===== config.mk =====
export PLATFORM = sky130hd
export DESIGN_NAME = ivd_top
export DESIGN_NICKNAME = d
export VERILOG_FILES = /design/src/rtl/ivd_pkg.sv /design/src/rtl/ivd_vec_table.sv /design/src/rtl/ivd_top.sv
export VERILOG_INCLUDE_DIRS = /design/src /design/src/rtl
export SDC_FILE = /design/constraint.sdc
export NUM_CORES = 1
export LEC_CHECK = 0
export BUFFER_PORTS_ARGS = -buffer_cell sky130_fd_sc_hd__clkbuf_2
export CAP_MARGIN = 20
export CORE_MARGIN = 3
export CORE_UTILIZATION = 50
export DETAILED_ROUTE_END_ITERATION = 16
export PLACE_DENSITY = 0.74
export SETUP_SLACK_MARGIN = 0.02
export SLEW_MARGIN = 20
export SYNTH_ARGS = -nofsm -noshare
export SYNTH_HDL_FRONTEND = slang
export SYNTH_SLANG_ARGS = --single-unit

===== constraint.sdc =====
create_clock -name pclk -period 2.6 [get_ports pclk]
set_input_delay 0.39 -clock pclk [delete_from_list [all_inputs] [get_ports pclk]]
set_output_delay 0.39 -clock pclk [all_outputs]
set_load 0.005 [all_outputs]

===== src/rtl/ivd_defines.svh =====
// constants of the interrupt vector dispatch block: offsets, fields, indices, vectors
// assumes inclusion by bare name from the block's modules
`ifndef IVD_DEFINES_SVH
`define IVD_DEFINES_SVH

// ----------------------------------------------------------------
// register byte offsets
// ----------------------------------------------------------------
`define IVD_OFS_EN1 8'h00
`define IVD_OFS_EN2 8'h04
`define IVD_OFS_NMC 8'h08
`define IVD_OFS_PEND 8'h0c
`define IVD_OFS_ISTAT 8'h10
`define IVD_OFS_IMASK 8'h14
`define IVD_OFS_FDC 8'h18
`define IVD_OFS_VSTAT 8'h1c

// ----------------------------------------------------------------
// enable bit positions
// ----------------------------------------------------------------
`define IVD_EN1_EXT0 0
`define IVD_EN1_TMR0 1
`define IVD_EN1_EXT1 2
`define IVD_EN1_TMR1 3
`define IVD_EN1_ASER 4
`define IVD_EN1_TMR2G 5
`define IVD_EN2_CONV 0
`define IVD_EN2_SSER 1
`define IVD_EN2_EXT2 2
`define IVD_EN2_EXTG 3
`define IVD_EN2_CC0 4
`define IVD_NMC_BITS 6
`define IVD_EN1_BITS 6
`define IVD_EN2_BITS 8

// ----------------------------------------------------------------
// divider control fields and status bits
// ----------------------------------------------------------------
`define IVD_FDC_EN 0
`define IVD_FDC_NORMAL 1
`define IVD_FDC_OVF 2
`define IVD_FDC_STEP_LSB 8
`define IVD_ST_TAKEN 0
`define IVD_ST_OVERRUN 1
`define IVD_ST_DIVOVF 2
`define IVD_ST_BITS 3

// ----------------------------------------------------------------
// sources, vectors and reset values
// ----------------------------------------------------------------
`define IVD_NSRC 25
`define IVD_NVEC 15
`define IVD_SRC_FDOVF 12
`define IVD_VEC_NMI 0
`define IVD_VEC_T2G 6
`define IVD_VEC_EXTG 10
`define IVD_RST_BYTE 8'h00
`define IVD_ADDR_NMI 16'h0073
`define IVD_ADDR_EXT0 16'h0003
`define IVD_ADDR_TMR0 16'h000b
`define IVD_ADDR_EXT1 16'h0013
`define IVD_ADDR_TMR1 16'h001b
`define IVD_ADDR_ASER 16'h0023
`define IVD_ADDR_T2G 16'h002b
`define IVD_ADDR_CONV 16'h0033
`define IVD_ADDR_SSER 16'h003b
`define IVD_ADDR_EXT2 16'h0043
`define IVD_ADDR_EXTG 16'h004b
`define IVD_ADDR_CC0 16'h0053
`define IVD_ADDR_CC1 16'h005b
`define IVD_ADDR_CC2 16'h0063
`define IVD_ADDR_CC3 16'h006b

`endif


===== src/rtl/ivd_pkg.sv =====
// types of the interrupt vector dispatch block
// assumes nothing from the defines header, which it does not include
package ivd_pkg;

  typedef enum logic [2:0] {
    ST_IDLE = 3'b001,
    ST_LOOKUP = 3'b010,
    ST_PRESENT = 3'b100
  } ivd_state_t;

  typedef struct packed {
    logic [7:0] step;
    logic ovf;
    logic normal;
    logic en;
  } ivd_fdc_t;

  typedef struct packed {
    logic req;
    logic [3:0] idx;
  } ivd_sel_t;

endpackage


===== src/rtl/ivd_vec_table.sv =====
// fixed vector address table with registered read data
// assumes the index is held by the caller while the address is used
`timescale 1ns/1ps
`include "ivd_defines.svh"

module ivd_vec_table (
  // clock and reset
  input wire logic pclk,
  input wire logic presetn,
  // lookup
  input wire logic [3:0] idx,
  output logic [15:0] addr_r
);

  logic [15:0] addr_nxt;

  always_comb
  begin
    case (idx)
      4'h0: addr_nxt = `IVD_ADDR_NMI;
      4'h1: addr_nxt = `IVD_ADDR_EXT0;
      4'h2: addr_nxt = `IVD_ADDR_TMR0;
      4'h3: addr_nxt = `IVD_ADDR_EXT1;
      4'h4: addr_nxt = `IVD_ADDR_TMR1;
      4'h5: addr_nxt = `IVD_ADDR_ASER;
      4'h6: addr_nxt = `IVD_ADDR_T2G;
      4'h7: addr_nxt = `IVD_ADDR_CONV;
      4'h8: addr_nxt = `IVD_ADDR_SSER;
      4'h9: addr_nxt = `IVD_ADDR_EXT2;
      4'ha: addr_nxt = `IVD_ADDR_EXTG;
      4'hb: addr_nxt = `IVD_ADDR_CC0;
      4'hc: addr_nxt = `IVD_ADDR_CC1;
      4'hd: addr_nxt = `IVD_ADDR_CC2;
      4'he: addr_nxt = `IVD_ADDR_CC3;
      default: addr_nxt = 16'h0000;
    endcase
  end

  always_ff @(posedge pclk or negedge presetn)
  begin
    if (!presetn)
      addr_r <= 16'h0000;
    else
      addr_r <= addr_nxt;
  end

endmodule


===== src/rtl/ivd_top.sv =====
// interrupt source to vector dispatch with apb register access
// assumes request inputs are one-cycle pulses synchronous to pclk and the
// core answers a presented vector with a one-cycle acknowledge pulse
//
// Decided for this implementation: the APB slave port and the address map.
`timescale 1ns/1ps
`include "ivd_defines.svh"

module ivd_top (
  // clock and reset
  input wire logic pclk,
  input wire logic presetn,
  // apb slave
  input wire logic psel,
  input wire logic penable,
  input wire logic pwrite,
  input wire logic [7:0] paddr,
  input wire logic [31:0] pwdata,
  output logic [31:0] prdata_r,
  output logic pready_r,
  output logic pslverr_r,
  // peripheral requests
  input wire logic [`IVD_NSRC-1:0] src_req,
  // processor core
  output logic irq_req_r,
  output logic [15:0] irq_vector,
  input wire logic vec_ack,
  // interrupt to system
  output logic irq_out_r
);

  // ----------------------------------------------------------------
  // source to vector map
  // ----------------------------------------------------------------
  function automatic logic [3:0] src_vec(input int s);
    if (s <= 5) return 4'h0;
    else if (s <= 10) return 4'(s - 5);
    else if (s <= 13) return 4'h6;
    else if (s <= 16) return 4'(s - 7);
    else if (s <= 20) return 4'ha;
    else return 4'(s - 10);
  endfunction

  function automatic logic [`IVD_NSRC-1:0] vec_mask(input int v);
    logic [`IVD_NSRC-1:0] m;
    m = '0;
    for (int s = 0; s < `IVD_NSRC; s++)
      m[s] = (src_vec(s) == 4'(v));
    return m;
  endfunction

  // ----------------------------------------------------------------
  // registers and state
  // ----------------------------------------------------------------
  logic [`IVD_EN1_BITS-1:0] en1_r;
  logic [`IVD_EN2_BITS-1:0] en2_r;
  logic [`IVD_NMC_BITS-1:0] nmc_r;
  logic [`IVD_NSRC-1:0] pend_r;
  logic [`IVD_NSRC-1:0] pend_nxt;
  logic [`IVD_ST_BITS-1:0] stat_r;
  logic [`IVD_ST_BITS-1:0] stat_nxt;
  logic [`IVD_ST_BITS-1:0] mask_r;
  ivd_pkg::ivd_fdc_t fdc_r;
  ivd_pkg::ivd_fdc_t fdc_nxt;
  logic [7:0] fd_cnt_r;
  logic [7:0] fd_cnt_nxt;
  ivd_pkg::ivd_state_t state_r;
  ivd_pkg::ivd_state_t state_nxt;
  logic [3:0] cur_idx_r;
  logic [3:0] cur_idx_nxt;
  logic irq_req_nxt;
  ivd_pkg::ivd_sel_t sel;

  // ----------------------------------------------------------------
  // apb decode
  // ----------------------------------------------------------------
  wire logic setup = psel & ~penable;
  wire logic wr_acc = psel & penable & pready_r & pwrite;
  wire logic hit_en1 = (paddr == `IVD_OFS_EN1);
  wire logic hit_en2 = (paddr == `IVD_OFS_EN2);
  wire logic hit_nmc = (paddr == `IVD_OFS_NMC);
  wire logic hit_pend = (paddr == `IVD_OFS_PEND);
  wire logic hit_istat = (paddr == `IVD_OFS_ISTAT);
  wire logic hit_imask = (paddr == `IVD_OFS_IMASK);
  wire logic hit_fdc = (paddr == `IVD_OFS_FDC);
  wire logic hit_vstat = (paddr == `IVD_OFS_VSTAT);
  wire logic hit_any = hit_en1 | hit_en2 | hit_nmc | hit_pend | hit_istat | hit_imask |
    hit_fdc | hit_vstat;
  // vector status is read only, so a write there is refused like an unmapped one
  wire logic bad_acc = ~hit_any | (pwrite & hit_vstat);
  wire logic wr_ok = wr_acc & ~bad_acc;

  wire logic [31:0] rd_mux =
    hit_en1 ? {26'h0, en1_r} :
    hit_en2 ? {24'h0, en2_r} :
    hit_nmc ? {26'h0, nmc_r} :
    hit_pend ? {7'h0, pend_r} :
    hit_istat ? {29'h0, stat_r} :
    hit_imask ? {29'h0, mask_r} :
    hit_fdc ? {16'h0, fdc_r.step, 5'h00, fdc_r.ovf, fdc_r.normal, fdc_r.en} :
    hit_vstat ? {9'h00, state_r, cur_idx_r, irq_vector} :
    32'h0000_0000;

  // ----------------------------------------------------------------
  // fractional divider in normal mode
  // ----------------------------------------------------------------
  wire logic fd_run = fdc_r.en & fdc_r.normal;
  wire logic fd_ovf = fd_run & (fd_cnt_r == 8'hff);
  wire logic fdc_ovf_clr = wr_ok & hit_fdc & pwdata[`IVD_FDC_OVF];

  // counts up from the step value at pclk rate, reloading on overflow; while stopped it
  // follows the step being written, so enabling and setting the step in one write starts
  // from the new step rather than a stale one
  assign fd_cnt_nxt = !fd_run ? fdc_nxt.step :
    (fd_ovf ? fdc_r.step : fd_cnt_r + 8'h01);

  always_comb
  begin
    fdc_nxt = fdc_r;
    if (wr_ok && hit_fdc)
    begin
      fdc_nxt.en = pwdata[`IVD_FDC_EN];
      fdc_nxt.normal = pwdata[`IVD_FDC_NORMAL];
      fdc_nxt.step = pwdata[`IVD_FDC_STEP_LSB +: 8];
    end
    // the overflow flag survives a clear that meets a new overflow
    fdc_nxt.ovf = (fdc_r.ovf & ~fdc_ovf_clr) | fd_ovf;
  end

  // ----------------------------------------------------------------
  // request capture and enable gating
  // ----------------------------------------------------------------
  logic [`IVD_NSRC-1:0] req_in;
  logic [`IVD_NSRC-1:0] en_src;
  logic [`IVD_NSRC-1:0] live;
  logic [`IVD_NSRC-1:0] ack_clr;
  logic [`IVD_NVEC-1:0] vec_act;

  assign req_in = src_req | (`IVD_NSRC'(fd_ovf) << `IVD_SRC_FDOVF);
  assign en_src[5:0] = nmc_r;
  assign en_src[6] = en1_r[`IVD_EN1_EXT0];
  assign en_src[7] = en1_r[`IVD_EN1_TMR0];
  assign en_src[8] = en1_r[`IVD_EN1_EXT1];
  assign en_src[9] = en1_r[`IVD_EN1_TMR1];
  assign en_src[10] = en1_r[`IVD_EN1_ASER];
  assign en_src[13:11] = {3{en1_r[`IVD_EN1_TMR2G]}};
  assign en_src[14] = en2_r[`IVD_EN2_CONV];
  assign en_src[15] = en2_r[`IVD_EN2_SSER];
  assign en_src[16] = en2_r[`IVD_EN2_EXT2];
  assign en_src[20:17] = {4{en2_r[`IVD_EN2_EXTG]}};
  assign en_src[24:21] = en2_r[`IVD_EN2_CC0 +: 4];
  assign live = pend_r & en_src;

  genvar gv;
  generate
    for (gv = 0; gv < `IVD_NVEC; gv++)
    begin : g_vec
      assign vec_act[gv] = |(live & vec_mask(gv));
    end
  endgenerate

  // fixed order: non-maskable first, then ascending vector address
  always_comb
  begin
    sel.req = 1'b0;
    sel.idx = 4'h0;
    for (int v = `IVD_NVEC - 1; v >= 0; v--)
      if (vec_act[v])
      begin
        sel.req = 1'b1;
        sel.idx = 4'(v);
      end
  end

  // shared vectors keep their flags so the handler can tell the origin
  wire logic cur_shared = (cur_idx_r == 4'(`IVD_VEC_NMI)) | (cur_idx_r == 4'(`IVD_VEC_T2G)) |
    (cur_idx_r == 4'(`IVD_VEC_EXTG));
  wire logic taken = (state_r == ivd_pkg::ST_PRESENT) & vec_ack;
  assign ack_clr = (taken & ~cur_shared) ? vec_mask(int'(cur_idx_r)) : '0;

  wire logic [`IVD_NSRC-1:0] sw_clr = (wr_ok & hit_pend) ? pwdata[`IVD_NSRC-1:0] : '0;
  assign pend_nxt = (pend_r & ~ack_clr & ~sw_clr) | req_in;

  // ----------------------------------------------------------------
  // dispatch sequence
  // ----------------------------------------------------------------
  always_comb
  begin
    state_nxt = state_r;
    cur_idx_nxt = cur_idx_r;
    irq_req_nxt = irq_req_r;
    case (state_r)
      ivd_pkg::ST_IDLE:
      begin
        if (sel.req)
        begin
          cur_idx_nxt = sel.idx;
          state_nxt = ivd_pkg::ST_LOOKUP;
        end
      end
      ivd_pkg::ST_LOOKUP:
      begin
        // one cycle for the table; abandon if the source went away meanwhile
        if (vec_act[cur_idx_r])
        begin
          state_nxt = ivd_pkg::ST_PRESENT;
          irq_req_nxt = 1'b1;
        end
        else
          state_nxt = ivd_pkg::ST_IDLE;
      end
      ivd_pkg::ST_PRESENT:
      begin
        if (vec_ack || !vec_act[cur_idx_r])
        begin
          state_nxt = ivd_pkg::ST_IDLE;
          irq_req_nxt = 1'b0;
        end
      end
      default:
      begin
        state_nxt = ivd_pkg::ST_IDLE;
        irq_req_nxt = 1'b0;
      end
    endcase
  end

  ivd_vec_table u_table (
    .pclk(pclk),
    .presetn(presetn),
    .idx(cur_idx_r),
    .addr_r(irq_vector)
  );

  // ----------------------------------------------------------------
  // interrupt status, set wins over write-one clear
  // ----------------------------------------------------------------
  logic [`IVD_ST_BITS-1:0] ev;
  assign ev[`IVD_ST_TAKEN] = taken;
  assign ev[`IVD_ST_OVERRUN] = |(req_in & pend_r);
  assign ev[`IVD_ST_DIVOVF] = fd_ovf;
  wire logic [`IVD_ST_BITS-1:0] st_clr = (wr_ok & hit_istat) ? pwdata[`IVD_ST_BITS-1:0] : '0;
  assign stat_nxt = (stat_r & ~st_clr) | ev;

  // ----------------------------------------------------------------
  // flip-flops
  // ----------------------------------------------------------------
  always_ff @(posedge pclk or negedge presetn)
  begin
    if (!presetn)
    begin
      prdata_r <= 32'h0000_0000;
      pready_r <= 1'b0;
      pslverr_r <= 1'b0;
    end
    else
    begin
      pready_r <= setup;
      pslverr_r <= setup & bad_acc;
      prdata_r <= (setup & ~pwrite) ? rd_mux : 32'h0000_0000;
    end
  end

  always_ff @(posedge pclk or negedge presetn)
  begin
    if (!presetn)
    begin
      en1_r <= `IVD_EN1_BITS'(`IVD_RST_BYTE);
      en2_r <= `IVD_EN2_BITS'(`IVD_RST_BYTE);
      nmc_r <= `IVD_NMC_BITS'(`IVD_RST_BYTE);
      mask_r <= `IVD_ST_BITS'(`IVD_RST_BYTE);
    end
    else if (wr_ok)
    begin
      if (hit_en1)
        en1_r <= pwdata[`IVD_EN1_BITS-1:0];
      if (hit_en2)
        en2_r <= pwdata[`IVD_EN2_BITS-1:0];
      if (hit_nmc)
        nmc_r <= pwdata[`IVD_NMC_BITS-1:0];
      if (hit_imask)
        mask_r <= pwdata[`IVD_ST_BITS-1:0];
    end
  end

  always_ff @(posedge pclk or negedge presetn)
  begin
    if (!presetn)
    begin
      pend_r <= '0;
      stat_r <= '0;
      fdc_r <= '0;
      fd_cnt_r <= 8'h00;
      state_r <= ivd_pkg::ST_IDLE;
      cur_idx_r <= 4'h0;
      irq_req_r <= 1'b0;
      irq_out_r <= 1'b0;
    end
    else
    begin
      pend_r <= pend_nxt;
      stat_r <= stat_nxt;
      fdc_r <= fdc_nxt;
      fd_cnt_r <= fd_cnt_nxt;
      state_r <= state_nxt;
      cur_idx_r <= cur_idx_nxt;
      irq_req_r <= irq_req_nxt;
      irq_out_r <= |(stat_nxt & mask_r);
    end
  end

endmodule


==> flow_summary.rst, run 1 <==
.. list-table::
   :header-rows: 1

   * - Metric
     - Value
   * - Mean area per synthesized cell
     - 10.2 um^2
   * - Stage delay of the slowest cell on the critical path
     - 490 ps
   * - Area fraction of the dominant cell type after synthesis
     - 47.6%
   * - Final number of setup-violating endpoints
     - 0
   * - Die Span Y
     - 113 um
   * - Type of the setup path with the least slack
     - flop to flop
   * - Placed wire-length estimate after detailed placement
     - 13.2 mm
   * - Net Sw Power
     - 1.07 mW
   * - Unrepaired setup endpoints after global routing
     - no
   * - Worst slack, placed
     - 108 ps
   * - Maximum vdd drop
     - 0.000639 V
   * - Standard-cell row count
     - 38
   * - Via count normalized by instance count
     - 6.21
   * - Post-layout instance area
     - 6880 um^2
   * - Share of power burned in the clock network
     - 39.0%
   * - Met3 Track Usage GR
     - 6.84%
   * - Worst reg2reg setup slack
     - 490 ps
   * - Busiest grt layer
     - met2
   * - Final cell utilization of the core
     - 62.1%
   * - Gate power share
     - 12.4%
   * - Antenna violations before repair
     - 0
   * - Leading cell types by total area after synthesis
     - sky130_fd_sc_hd__dfrtp_1 48%, sky130_fd_sc_hd__mux2_2 5.1%, sky130_fd_sc_hd__a22oi_1 4.7%
   * - Routability congestion estimate
     - 0.923
   * - Fmax
     - 473 MHz
   * - Total I/O pin count
     - 123
   * - Flip-flop and latch count after synthesis
     - 111
   * - Clock transition at the registers of the reported paths
     - 80 ps
   * - WHS
     - 222 ps
   * - Maximum clock skew at final layout
     - 14.2 ps
   * - Cts-stage hold buffer count
     - 1
   * - Type of element capturing the critical path
     - flop
   * - Least-Margin Pin Slew
     - 530 ps
   * - Portion of total power attributed to sequential cells
     - 48.6%
   * - Final Cycle Share
     - 81.3%
   * - Number of buffers added for setup after CTS
     - 0
   * - Largest fanout on the critical path
     - 6
   * - Router iterations before antenna repair
     - 5
   * - Post-synth EDFFs
     - 0
   * - Number of synthesis warnings
     - 0
   * - Area of the mapped netlist
     - 5780 um^2
   * - Startpoint types
     - flop
   * - Main flop type after synthesis
     - sky130_fd_sc_hd__dfrtp_1
   * - Layout overhead on the synthesized area
     - 19.2%
   * - Cell accounting for the most synthesized area
     - sky130_fd_sc_hd__dfrtp_1
   * - Clock tree from TritonCTS
     - yes
   * - Final-layout setup total negative slack
     - 0 ps
   * - Sinks on Clock Net
     - 111
   * - Number of distinct library cells after synthesis
     - 67
   * - Total vias in the final route
     - 5140
   * - Maximum number of buffers from clock root to sink
     - 2
   * - GR Util All Layers
     - 28.0%
   * - Number of resized instances in the post-cts repair step
     - 0
   * - # diodes
     - 0
   * - Status
     - completed
   * - Dpl cell area
     - 6560 um^2
   * - Clock tree root driver cell
     - sky130_fd_sc_hd__clkbuf_16
   * - Max Transition Viols Final
     - 0
   * - Inserted Clock Buffers
     - 9
   * - Met1 usage
     - 38.2%
   * - Critical path data required time
     - 2850 ps
   * - LEAKAGE
     - 3.12 nW
   * - Proportion of synthesized chip area in sequential cells
     - 48.1%
   * - Clock latency on the worst-skew pair
     - 370 ps
   * - Cell with the most instances after synthesis
     - sky130_fd_sc_hd__dfrtp_1
   * - Worst-case headroom to the max-slew limit
     - 64.4%
   * - Internal power
     - 2.71 mW
   * - Hold WC Path Type
     - input pin to flop
   * - Proportion of layout cells with a drive suffix above 1
     - 27.2%
   * - Post-route insts no fill
     - 828
   * - Width of the die
     - 113 um
   * - Die area
     - 12900 um^2
   * - Crit-path slowest cell
     - sky130_fd_sc_hd__dfrtp_1
   * - Pin count of the biggest net entering global routing
     - 72
   * - PnR worst setup slack
     - 487 ps
   * - Fraction of met2 tracks used by global routing
     - 42.3%
   * - I/O Buffers
     - 98
   * - Cell count after placement
     - 811
   * - Time the final worst path needs with I/O delays and setup
     - 2110 ps
   * - Starting density of the core
     - 52.1%
   * - Iteration-0 DRC Markers
     - 467
   * - Fill cell count
     - 934
   * - Core outline area
     - 11100 um^2
   * - Residual DRC
     - 0
   * - Layout net count
     - 760
   * - Total Power Consumption
     - 3.78 mW
   * - Number of max-cap violations
     - 0
   * - Residual overflow from global routing
     - 0
   * - Data arrival time of the critical path
     - 2370 ps
   * - Async S/R FF share, synth
     - 100%
   * - First-pass GRT wire length
     - 27.7 mm
   * - Final Routed Wirelength
     - 17.6 mm
   * - Average detailed-routed wire length per instance
     - 21.3 um
   * - Instance count of the mapped netlist
     - 565
   * - Power per Cell Area
     - 549 nW/um^2
   * - CTS H-tree lvls
     - 3
   * - Via count of the first global-routing pass
     - 5178
   * - Worst path cell trace
     - a22oi_1 > nand4_1 > a2111oi_4 > a31oi_1 > a221o_1
   * - Synth top cells by count
     - 110 x sky130_fd_sc_hd__dfrtp_1, 63 x sky130_fd_sc_hd__nand2_1, 42 x sky130_fd_sc_hd__nor2_1, 36 x sky130_fd_sc_hd__a22oi_1, 26 x sky130_fd_sc_hd__mux2_2
   * - Number of nets still failing antenna checks after routing
     - 0
   * - Switching part of the total power
     - 28.3%
   * - Hold violation count in the final report
     - 0
[cell usage in the layout (no fill, tap or decap), drive strengths merged, types with 4 or more instances in the layout]
| master | instances |
|---|---|
| mux2i | 4 |
| and3 | 9 |
| conb | 17 |
| buf | 33 |
| ha | 6 |
| o211ai | 8 |
| nor2 | 42 |
| a32oi | 4 |
| mux2 | 43 |
| a22oi | 36 |
| a21oi | 25 |
| dfrtp | 110 |
| nand2b | 8 |
| clkbuf | 106 |
| nand2 | 63 |
| nand4 | 12 |
| a21o | 19 |
| a31o | 7 |
| o41ai | 5 |
| or2 | 5 |
| o21ai | 15 |
| nand3 | 19 |
| nor3 | 13 |
| inv | 16 |
[power groups by stage]
stage	sequential, mW	combinational (mW)	clock (mW)
2_1_floorplan	1.83	0.270	0
3_3_place_gp	1.87	0.448	0
3_5_place_dp	1.87	0.455	0
4_1_cts	1.84	0.462	1.50
5_1_grt	1.84	0.511	1.57
6_report	1.84	0.467	1.48
[state kept, by name, summed over array words and instances, names as in the netlist, 4 cells and up]
name,cells
fd_cnt_r,8
fdc_r,11
cur_idx_r,4
en1_r,6
u_table.addr_r,5
pend_r,25
prdata_r,25
nmc_r,6
en2_r,8
[area by class of cell]
class,instances,area (um^2),area share (%)
multi-input combinational,418,2810,40.7
clock buffer,9,225,3.27
timing repair buffer,131,768,11.2
clock inverter,7,86.3,1.25
tap,140,175,2.54
inverter,12,45.0,0.654
sequential,111,2780,40.4
[kinds of logic after synthesis]
group                      Yosys count  share of synthesized area [%]
DFF                                111                           48.1
AOI/OAI and AO/OA                  147                           18.8
adders and majority gates            6                           1.30
buffers and inverters               52                           4.57
muxes                               49                           9.85
and+or+nand+nor                    194                           16.5
xor gates and xnor gates             5                          0.758
other                                1                         0.0649
[worst paths after layout]
kind,from,endpoint,cells after the start
setup / recovery,pend_r[10]$_DFF_PN0_,irq_out_r$_DFF_PN0_,5
hold / removal,src_req[23],pend_r[23]$_DFF_PN0_,2
setup reg to reg,pend_r[10]$_DFF_PN0_,irq_out_r$_DFF_PN0_,5
hold reg to reg,fdc_r[2]$_DFF_PN0_,fdc_r[2]$_DFF_PN0_,1
max in group asynchronous,presetn,state_r[0]$_DFFE_PN1P_,3
min in group asynchronous,presetn,mask_r[1]$_DFFE_PN0P_,2
[critical path, delay by kind of cell (launching register included)]
family,cells,cell delay (ps)
AND/OR/NAND/NOR,1,290
AO/OA/AOI/OAI,4,1220
flip-flops,1,490
[metal layers]
metal,up-vias,wire length (um)
li1,2308,-
met1,2488,7380
met2,300,8000
met3,44,1620
met4,0,617
met5,-,0
Note: power is estimated with default switching activity, not from simulation.
==> run 2: changes to the inputs <==
--- a/config.mk
+++ b/config.mk
@@ -11,7 +11,7 @@
 export CORE_MARGIN = 3
 export CORE_UTILIZATION = 50
 export DETAILED_ROUTE_END_ITERATION = 16
-export PLACE_DENSITY = 0.74
+export PLACE_DENSITY = 0.77
 export SETUP_SLACK_MARGIN = 0.02
 export SLEW_MARGIN = 20
 export SYNTH_ARGS = -nofsm -noshare
==> constraint.sdc (replaced) <==
create_clock -name pclk -period 1.9 [get_ports pclk]
set_input_delay 0.285 -clock pclk [delete_from_list [all_inputs] [get_ports pclk]]
set_output_delay 0.285 -clock pclk [all_outputs]
set_load 0.005 [all_outputs]
==> run 2 against run 1 <==
Effect of this change: the flow now finishes with violations (negative setup slack); final area rose by 12%; first-iteration DRC count fell by 0.21%; maximum frequency increased by 2.7%; sequential share of layout area down 4.3 points; routed wire length up 10%; clock skew hardly changed; cell count grew 9.3%; worst setup slack worse by 640 ps; combinational power up 69%.
==> flow_summary.rst, run 2 (synthesized netlist as in run 1, its figures left out) <==
.. list-table::
   :header-rows: 1

   * - Metric
     - Value
   * - Critical hold path startpoint
     - src_req[13]
   * - Maximum number of buffers from clock root to sink
     - 2 (unchanged)
   * - Via count normalized by instance count
     - 6.11 (-1.5%)
   * - Clock latency on the worst-skew pair
     - 370 ps (about the same)
   * - Sinks on Clock Net
     - 111 (unchanged)
   * - Fmax
     - 486 MHz (+2.7%)
   * - CTS H-tree lvls
     - 3 (unchanged)
   * - Width of the die
     - 113 um (unchanged)
   * - Antenna violations before repair
     - 0 (unchanged)
   * - Clock tree root driver cell
     - sky130_fd_sc_hd__clkbuf_16
   * - Core outline area
     - 11100 um^2 (unchanged)
   * - Maximum vdd drop
     - 0.000923 V (+45%)
   * - Layout net count
     - 837 (+10%)
   * - Post-route insts no fill
     - 905 (+9.3%)
   * - Placed wire-length estimate after detailed placement
     - 14.5 mm (+10%)
   * - Critical R2R Launch
     - pready_r$_DFF_PN0_
   * - Router iterations before antenna repair
     - 5 (unchanged)
   * - Proportion of layout cells with a drive suffix above 1
     - 37.6% (+10 points)
   * - Cell count after placement
     - 877 (+8.1%)
   * - Worst slack, placed
     - -344 ps (-452 ps)
   * - Post-layout instance area
     - 7720 um^2 (+12%)
   * - Residual overflow from global routing
     - 0 (unchanged)
   * - Most common library cell in the layout ignoring fill and taps
     - sky130_fd_sc_hd__dfrtp_1
   * - Residual DRC
     - 0 (unchanged)
   * - Critical path launch point
     - pready_r$_DFF_PN0_
   * - Unrepaired setup endpoints after global routing
     - yes
   * - Die Span Y
     - 113 um (unchanged)
   * - Layout overhead on the synthesized area
     - 33.6%
   * - Clock tree from TritonCTS
     - yes
   * - Violated checks
     - negative setup slack
   * - Final Routed Wirelength
     - 19.5 mm (+10%)
   * - Top library cells by usage in the layout, fill and taps aside
     - 109 x sky130_fd_sc_hd__dfrtp_1, 98 x sky130_fd_sc_hd__buf_4, 96 x sky130_fd_sc_hd__clkbuf_2
   * - Standard-cell row count
     - 38 (unchanged)
   * - Via count of the first global-routing pass
     - 5511 (+6.4%)
   * - Post-route met1 wirelength
     - 8.13 mm (+10%)
   * - Startpoint types
     - flop
   * - Hold violation count in the final report
     - 0 (unchanged)
   * - Max Transition Viols Final
     - 0 (unchanged)
   * - Routability congestion estimate
     - 0.965 (+4.5%)
   * - Number of nets still failing antenna checks after routing
     - 0 (unchanged)
   * - Leading registers by flop count
     - pend_r x25, prdata_r x25, fdc_r x11
   * - First-pass GRT wire length
     - 29.7 mm (+7.3%)
   * - Type of element capturing the critical path
     - flop
   * - Met2 wirelength from detailed routing
     - 8.77 mm (+9.6%)
   * - Final Cycle Share
     - 108% (+27 points)
   * - Hold WC Path Type
     - input pin to flop
   * - Starting density of the core
     - 52.1% (unchanged)
   * - Die area
     - 12900 um^2 (unchanged)
   * - # diodes
     - 0 (unchanged)
   * - Final cell utilization of the core
     - 69.7% (+7.5 points)
   * - Total vias in the final route
     - 5531 (+7.6%)
   * - Iteration-0 DRC Markers
     - 466 (-0.21%)
   * - Maximum clock skew at final layout
     - 14.7 ps (+0.437 ps)
   * - Number of max-cap violations
     - 0 (unchanged)
   * - Power per Cell Area
     - 673 nW/um^2 (+23%)
   * - Type of the setup path with the least slack
     - flop to flop
   * - Average detailed-routed wire length per instance
     - 21.5 um (+1.0%)
   * - Uppermost layer routed
     - met4
   * - Routed met3 length
     - 1.90 mm (+17%)
   * - Pin count of the biggest net entering global routing
     - 44 (-39%)
   * - LEAKAGE
     - 3.58 nW (+15%)
   * - Data arrival time of the critical path
     - 2320 ps (-50 ps)
   * - Inserted Clock Buffers
     - 9 (unchanged)
   * - I/O Buffers
     - 98 (unchanged)
   * - Dpl cell area
     - 7120 um^2 (+8.5%)
   * - Final number of setup-violating endpoints
     - 8 (+8)
   * - Critical path data required time
     - 2160 ps (-690 ps)
   * - Largest fanout on the critical path
     - 5 (-1)
   * - Status
     - finished, violations left
   * - PnR worst setup slack
     - -158 ps (-644 ps)
   * - Clock transition at the registers of the reported paths
     - 90 ps (about the same)
   * - Time the final worst path needs with I/O delays and setup
     - 2060 ps (-55.7 ps)
   * - GR Util All Layers
     - 30.1% (+2.1 points)
   * - Total I/O pin count
     - 123 (unchanged)
[run 2: layer usage]
metal	up-vias	track usage [%]
li1	2464	-
met2	350	45.9
met3	54	7.90
met1	2663	41.0
met4	0	12.3
met5	-	0
[run 2: what timing repair did]
action / 4_1_cts / 5_1_grt
endpoints found under the hold margin: 29 / 0
resized for setup: 6 / 42
hold buffers: 1 / 0
gates cloned: 0 / 1
setup buffers: 1 / 9
setup endpoints to repair: 13 / 21
pin swaps: 3 / 9
[run 2: area by class of cell]
cell class,count,area [um^2]
clock inverters,7,86.3
repair buffers,208,1420
well taps,140,175
clock buffers,9,225
flip-flops and latches,111,2780
fillers,834,3360
inverters,12,50.0
multi-input cells,418,2990
[run 2: metrics by stage]
| stage | total power [mW] | hold slack [ps] | TNS (ps) |
|---|---|---|---|
| after CTS | 5.18 | 114 | -599 |
| after global placement | 3.25 | 263 | -3300 |
| after floorplan | 2.87 | -10.6 | -147 |
| after global routing | 5.37 | 123 | -1680 |
| final | 5.20 | 123 | -985 |
| after detailed placement | 3.27 | 268 | -6090 |
[run 2: worst paths after layout]
path,to,depth (start not counted),slack (ps)
worst max-delay path,fd_cnt_r[2]$_DFF_PN0_,6,-160
worst min-delay path,pend_r[13]$_DFF_PN0_,2,120
worst max register to register,fd_cnt_r[2]$_DFF_PN0_,6,-160
worst min register to register,fdc_r[2]$_DFF_PN0_,1,530
max in group asynchronous,state_r[0]$_DFFE_PN1P_,3,820
min in group asynchronous,irq_out_r$_DFF_PN0_,2,430
[run 2: worst max-delay path, stage by stage (launching register included)]
cell                      delay, ps
sky130_fd_sc_hd__dfrtp_1        380
sky130_fd_sc_hd__and4_4         230
sky130_fd_sc_hd__nand4_1        180
sky130_fd_sc_hd__nor3b_4        360
sky130_fd_sc_hd__buf_6          200
sky130_fd_sc_hd__mux2_4         320
sky130_fd_sc_hd__a221o_1        290
[run 2: power by group]
group	total [mW]	switching (mW)	internal, mW
clock network	1.92	0.977	0.942
registers	2.49	0.0682	2.42
logic	0.791	0.472	0.319
total	5.20	1.52	3.68
==> run 3: changes to the inputs <==
--- a/config.mk
+++ b/config.mk
@@ -9,9 +9,10 @@
 export BUFFER_PORTS_ARGS = -buffer_cell sky130_fd_sc_hd__clkbuf_2
 export CAP_MARGIN = 20
 export CORE_MARGIN = 3
-export CORE_UTILIZATION = 50
+export CORE_UTILIZATION = 25
+export CTS_CLUSTER_DIAMETER = 150
 export DETAILED_ROUTE_END_ITERATION = 16
-export PLACE_DENSITY = 0.77
+export PLACE_DENSITY = 0.44
 export SETUP_SLACK_MARGIN = 0.02
 export SLEW_MARGIN = 20
 export SYNTH_ARGS = -nofsm -noshare
==> run 3 against run 2 <==
Effect of this change: the flow still finishes with violations (negative setup slack); routed wire length rose by 14%; die area rose by 94%; worst setup slack got worse by 12 ps; flip-flop and latch count did not move; utilization fell by 33 points; first-iteration DRC count fell by 22%; sequential power barely moved; final area rose by 4.6%; global-route usage fell by 12 points; critical endpoint is now cur_idx_r[1]$_DFFE_PN0P_; largest cell class unchanged; largest power group unchanged.
==> flow_summary.rst, run 3 (synthesized netlist as in run 1, its figures left out) <==
.. list-table::
   :header-rows: 1

   * - Metric
     - Value
   * - Status
     - finished, violations left
   * - Violated checks
     - negative setup slack
   * - Fill cell count
     - 2214 (+170%)
   * - Net Sw Power
     - 1.49 mW (-1.6%)
   * - Gate power share
     - 15.3% (about the same)
   * - Maximum clock skew at final layout
     - 7.57 ps (-7.08 ps)
   * - Leading registers by flop count
     - pend_r x25, prdata_r x25, fdc_r x11
   * - Placed wire-length estimate after detailed placement
     - 17.2 mm (+19%)
   * - Layout net count
     - 860 (+2.7%)
   * - Internal power
     - 3.91 mW (+6.3%)
   * - Layout overhead on the synthesized area
     - 39.7%
   * - Proportion of layout cells with a drive suffix above 1
     - 39.6% (+1.9 points)
   * - Number of nets still failing antenna checks after routing
     - 0 (unchanged)
   * - Hold violation count in the final report
     - 0 (unchanged)
   * - Fmax
     - 483 MHz (-0.59%)
   * - PnR worst setup slack
     - -170 ps (-12.3 ps)
   * - Hold WC Path Type
     - input pin to flop
   * - Total I/O pin count
     - 123 (unchanged)
   * - Time the final worst path needs with I/O delays and setup
     - 2070 ps (+12.3 ps)
   * - Startpoint types
     - flop
   * - Residual DRC
     - 0 (unchanged)
   * - Clock latency on the worst-skew pair
     - 360 ps (about the same)
   * - Die Span Y
     - 158 um (+39%)
   * - Router iterations before antenna repair
     - 5 (unchanged)
   * - Number of max-cap violations
     - 0 (unchanged)
   * - Antenna violations before repair
     - 0 (unchanged)
   * - GR Util All Layers
     - 17.6% (-12 points)
   * - Iteration-0 DRC Markers
     - 364 (-22%)
   * - Clock tree root driver cell
     - sky130_fd_sc_hd__clkbuf_16
   * - Clock transition at the registers of the reported paths
     - 80 ps (about the same)
   * - Crit-path slowest cell
     - sky130_fd_sc_hd__dfrtp_2
   * - Max Transition Viols Final
     - 0 (unchanged)
   * - Final Routed Wirelength
     - 22.2 mm (+14%)
   * - Core outline area
     - 22200 um^2 (+100%)
   * - LEAKAGE
     - 3.70 nW (+3.2%)
   * - Area used by sequential logic in the layout
     - 2780 um^2 (unchanged)
   * - Via count normalized by instance count
     - 5.11 (-16%)
   * - Starting density of the core
     - 26.0% (-26 points)
   * - Largest fanout on the critical path
     - 4 (-1)
   * - Top library cells by usage in the layout, fill and taps aside
     - 121 x sky130_fd_sc_hd__buf_4, 109 x sky130_fd_sc_hd__dfrtp_1, 97 x sky130_fd_sc_hd__clkbuf_2
   * - Width of the die
     - 158 um (+39%)
   * - Clock tree from TritonCTS
     - yes
   * - Most common library cell in the layout ignoring fill and taps
     - sky130_fd_sc_hd__buf_4
   * - Power per Cell Area
     - 670 nW/um^2 (-0.53%)
   * - Combined area of the multi-input logic cells
     - 2990 um^2 (+0.25%)
   * - # diodes
     - 0 (unchanged)
   * - Type of element capturing the critical path
     - flop
   * - Inserted Clock Buffers
     - 9 (unchanged)
   * - Pin count of the biggest net entering global routing
     - 35 (-20%)
   * - Maximum vdd drop
     - 0.000385 V (-58%)
   * - Die area
     - 25000 um^2 (+94%)
   * - CTS H-tree lvls
     - 3 (unchanged)
   * - Share of power burned in the clock network
     - 38.7% (+1.8 points)
   * - Unrepaired setup endpoints after global routing
     - yes
   * - Worst path cell trace
     - a222oi_1 > buf_4 > nand4_1 > nor4_2 > buf_4 > nor2_2 > mux2_2
   * - Routability congestion estimate
     - 0.877 (-9.1%)
   * - Average detailed-routed wire length per instance
     - 20.8 um (-3.1%)
   * - Final cell utilization of the core
     - 36.3% (-33 points)
   * - Final number of setup-violating endpoints
     - 12 (+4)
   * - I/O Buffers
     - 98 (unchanged)
   * - Residual overflow from global routing
     - 0 (unchanged)
   * - Standard-cell row count
     - 54 (+42%)
   * - Type of the setup path with the least slack
     - flop to flop
   * - Sinks on Clock Net
     - 111 (unchanged)
   * - Via count of the first global-routing pass
     - 5556 (+0.82%)
   * - Most used cell, CP
     - sky130_fd_sc_hd__buf_4
   * - Post-route insts no fill
     - 1068 (+18%)
   * - Stage delay of the slowest cell on the critical path
     - 460 ps (+80 ps)
   * - Maximum number of buffers from clock root to sink
     - 2 (unchanged)
   * - Data arrival time of the critical path
     - 2310 ps (about the same)
   * - First-pass GRT wire length
     - 33.1 mm (+11%)
   * - Switching part of the total power
     - 27.6% (-1.6 points)
   * - Cell count after placement
     - 1038 (+18%)
   * - Portion of total power attributed to sequential cells
     - 46.1% (-1.7 points)
   * - Total vias in the final route
     - 5454 (-1.4%)
   * - Final Cycle Share
     - 109% (+0.65 points)
   * - Critical path data required time
     - 2140 ps (-20 ps)
run 3: final timing paths:
path | startpoint | end | cells past startpoint | slack [ps]
max | pend_r[22]$_DFF_PN0_ | cur_idx_r[1]$_DFFE_PN0P_ | 7 | -170
min | src_req[11] | pend_r[11]$_DFF_PN0_ | 2 | 130
max reg2reg | pend_r[22]$_DFF_PN0_ | cur_idx_r[1]$_DFFE_PN0P_ | 7 | -170
min reg2reg | fdc_r[2]$_DFF_PN0_ | fdc_r[2]$_DFF_PN0_ | 1 | 510
max in group asynchronous | presetn | irq_out_r$_DFF_PN0_ | 3 | 820
min in group asynchronous | presetn | fdc_r[4]$_DFF_PN0_ | 2 | 430
run 3: timing repair:
item,CTS,global route
endpoints found under the hold margin,29,0
setup buffers,8,5
cloned,1,0
pin swaps,11,12
hold buffers,1,0
gates resized for setup,28,15
endpoints found under the setup margin,14,27
run 3: per-stage QoR:
stage               worst slack (ps)  TNS, ps  cell area, um^2  hold slack [ps]  total power, mW
floorplan                       -147     -147             5890            -10.6             2.87
global placement                -264    -4640             7460              273             3.32
detailed placement              -290    -4430             7460              278             3.32
CTS                            -95.5     -573             7970              113             5.43
global route                    -288    -2200             8070              122             5.61
finish                          -170     -917             8070              129             5.40
run 3: worst max-delay path, delay by kind of cell, from the launching register on:
family	cells	cell delay (ps)
compound gates	1	350
buf+inv	2	360
flops	1	460
mux	1	270
simple gates	3	510
run 3: cell type report:
class / count / area share (%)
Inverter: 12 / 0.558
Timing Repair Buffer: 231 / 19.6
Clock buffer: 10 / 2.84
Tap cell: 280 / 4.34
Multi-Input combinational cell: 418 / 37.1
Clock inverter: 6 / 1.12
Sequential cell: 111 / 34.4
run 3: power by group through the flow:
stage	clock network [mW]	logic [mW]	registers, mW
CTS	2.14	0.805	2.49
detailed placement	0	0.789	2.53
global route	2.21	0.898	2.49
finish	2.09	0.825	2.49
floorplan	0	0.372	2.50
global placement	0	0.790	2.53
run 3: per-layer routing:
layer	part of all wire [%]	vias up	track usage (%)
met5	0	-	0
met4	1.9	0	5.08
met3	5.4	23	2.60
met2	48	179	28.9
met1	45	2736	24.3
li1	-	2516	-
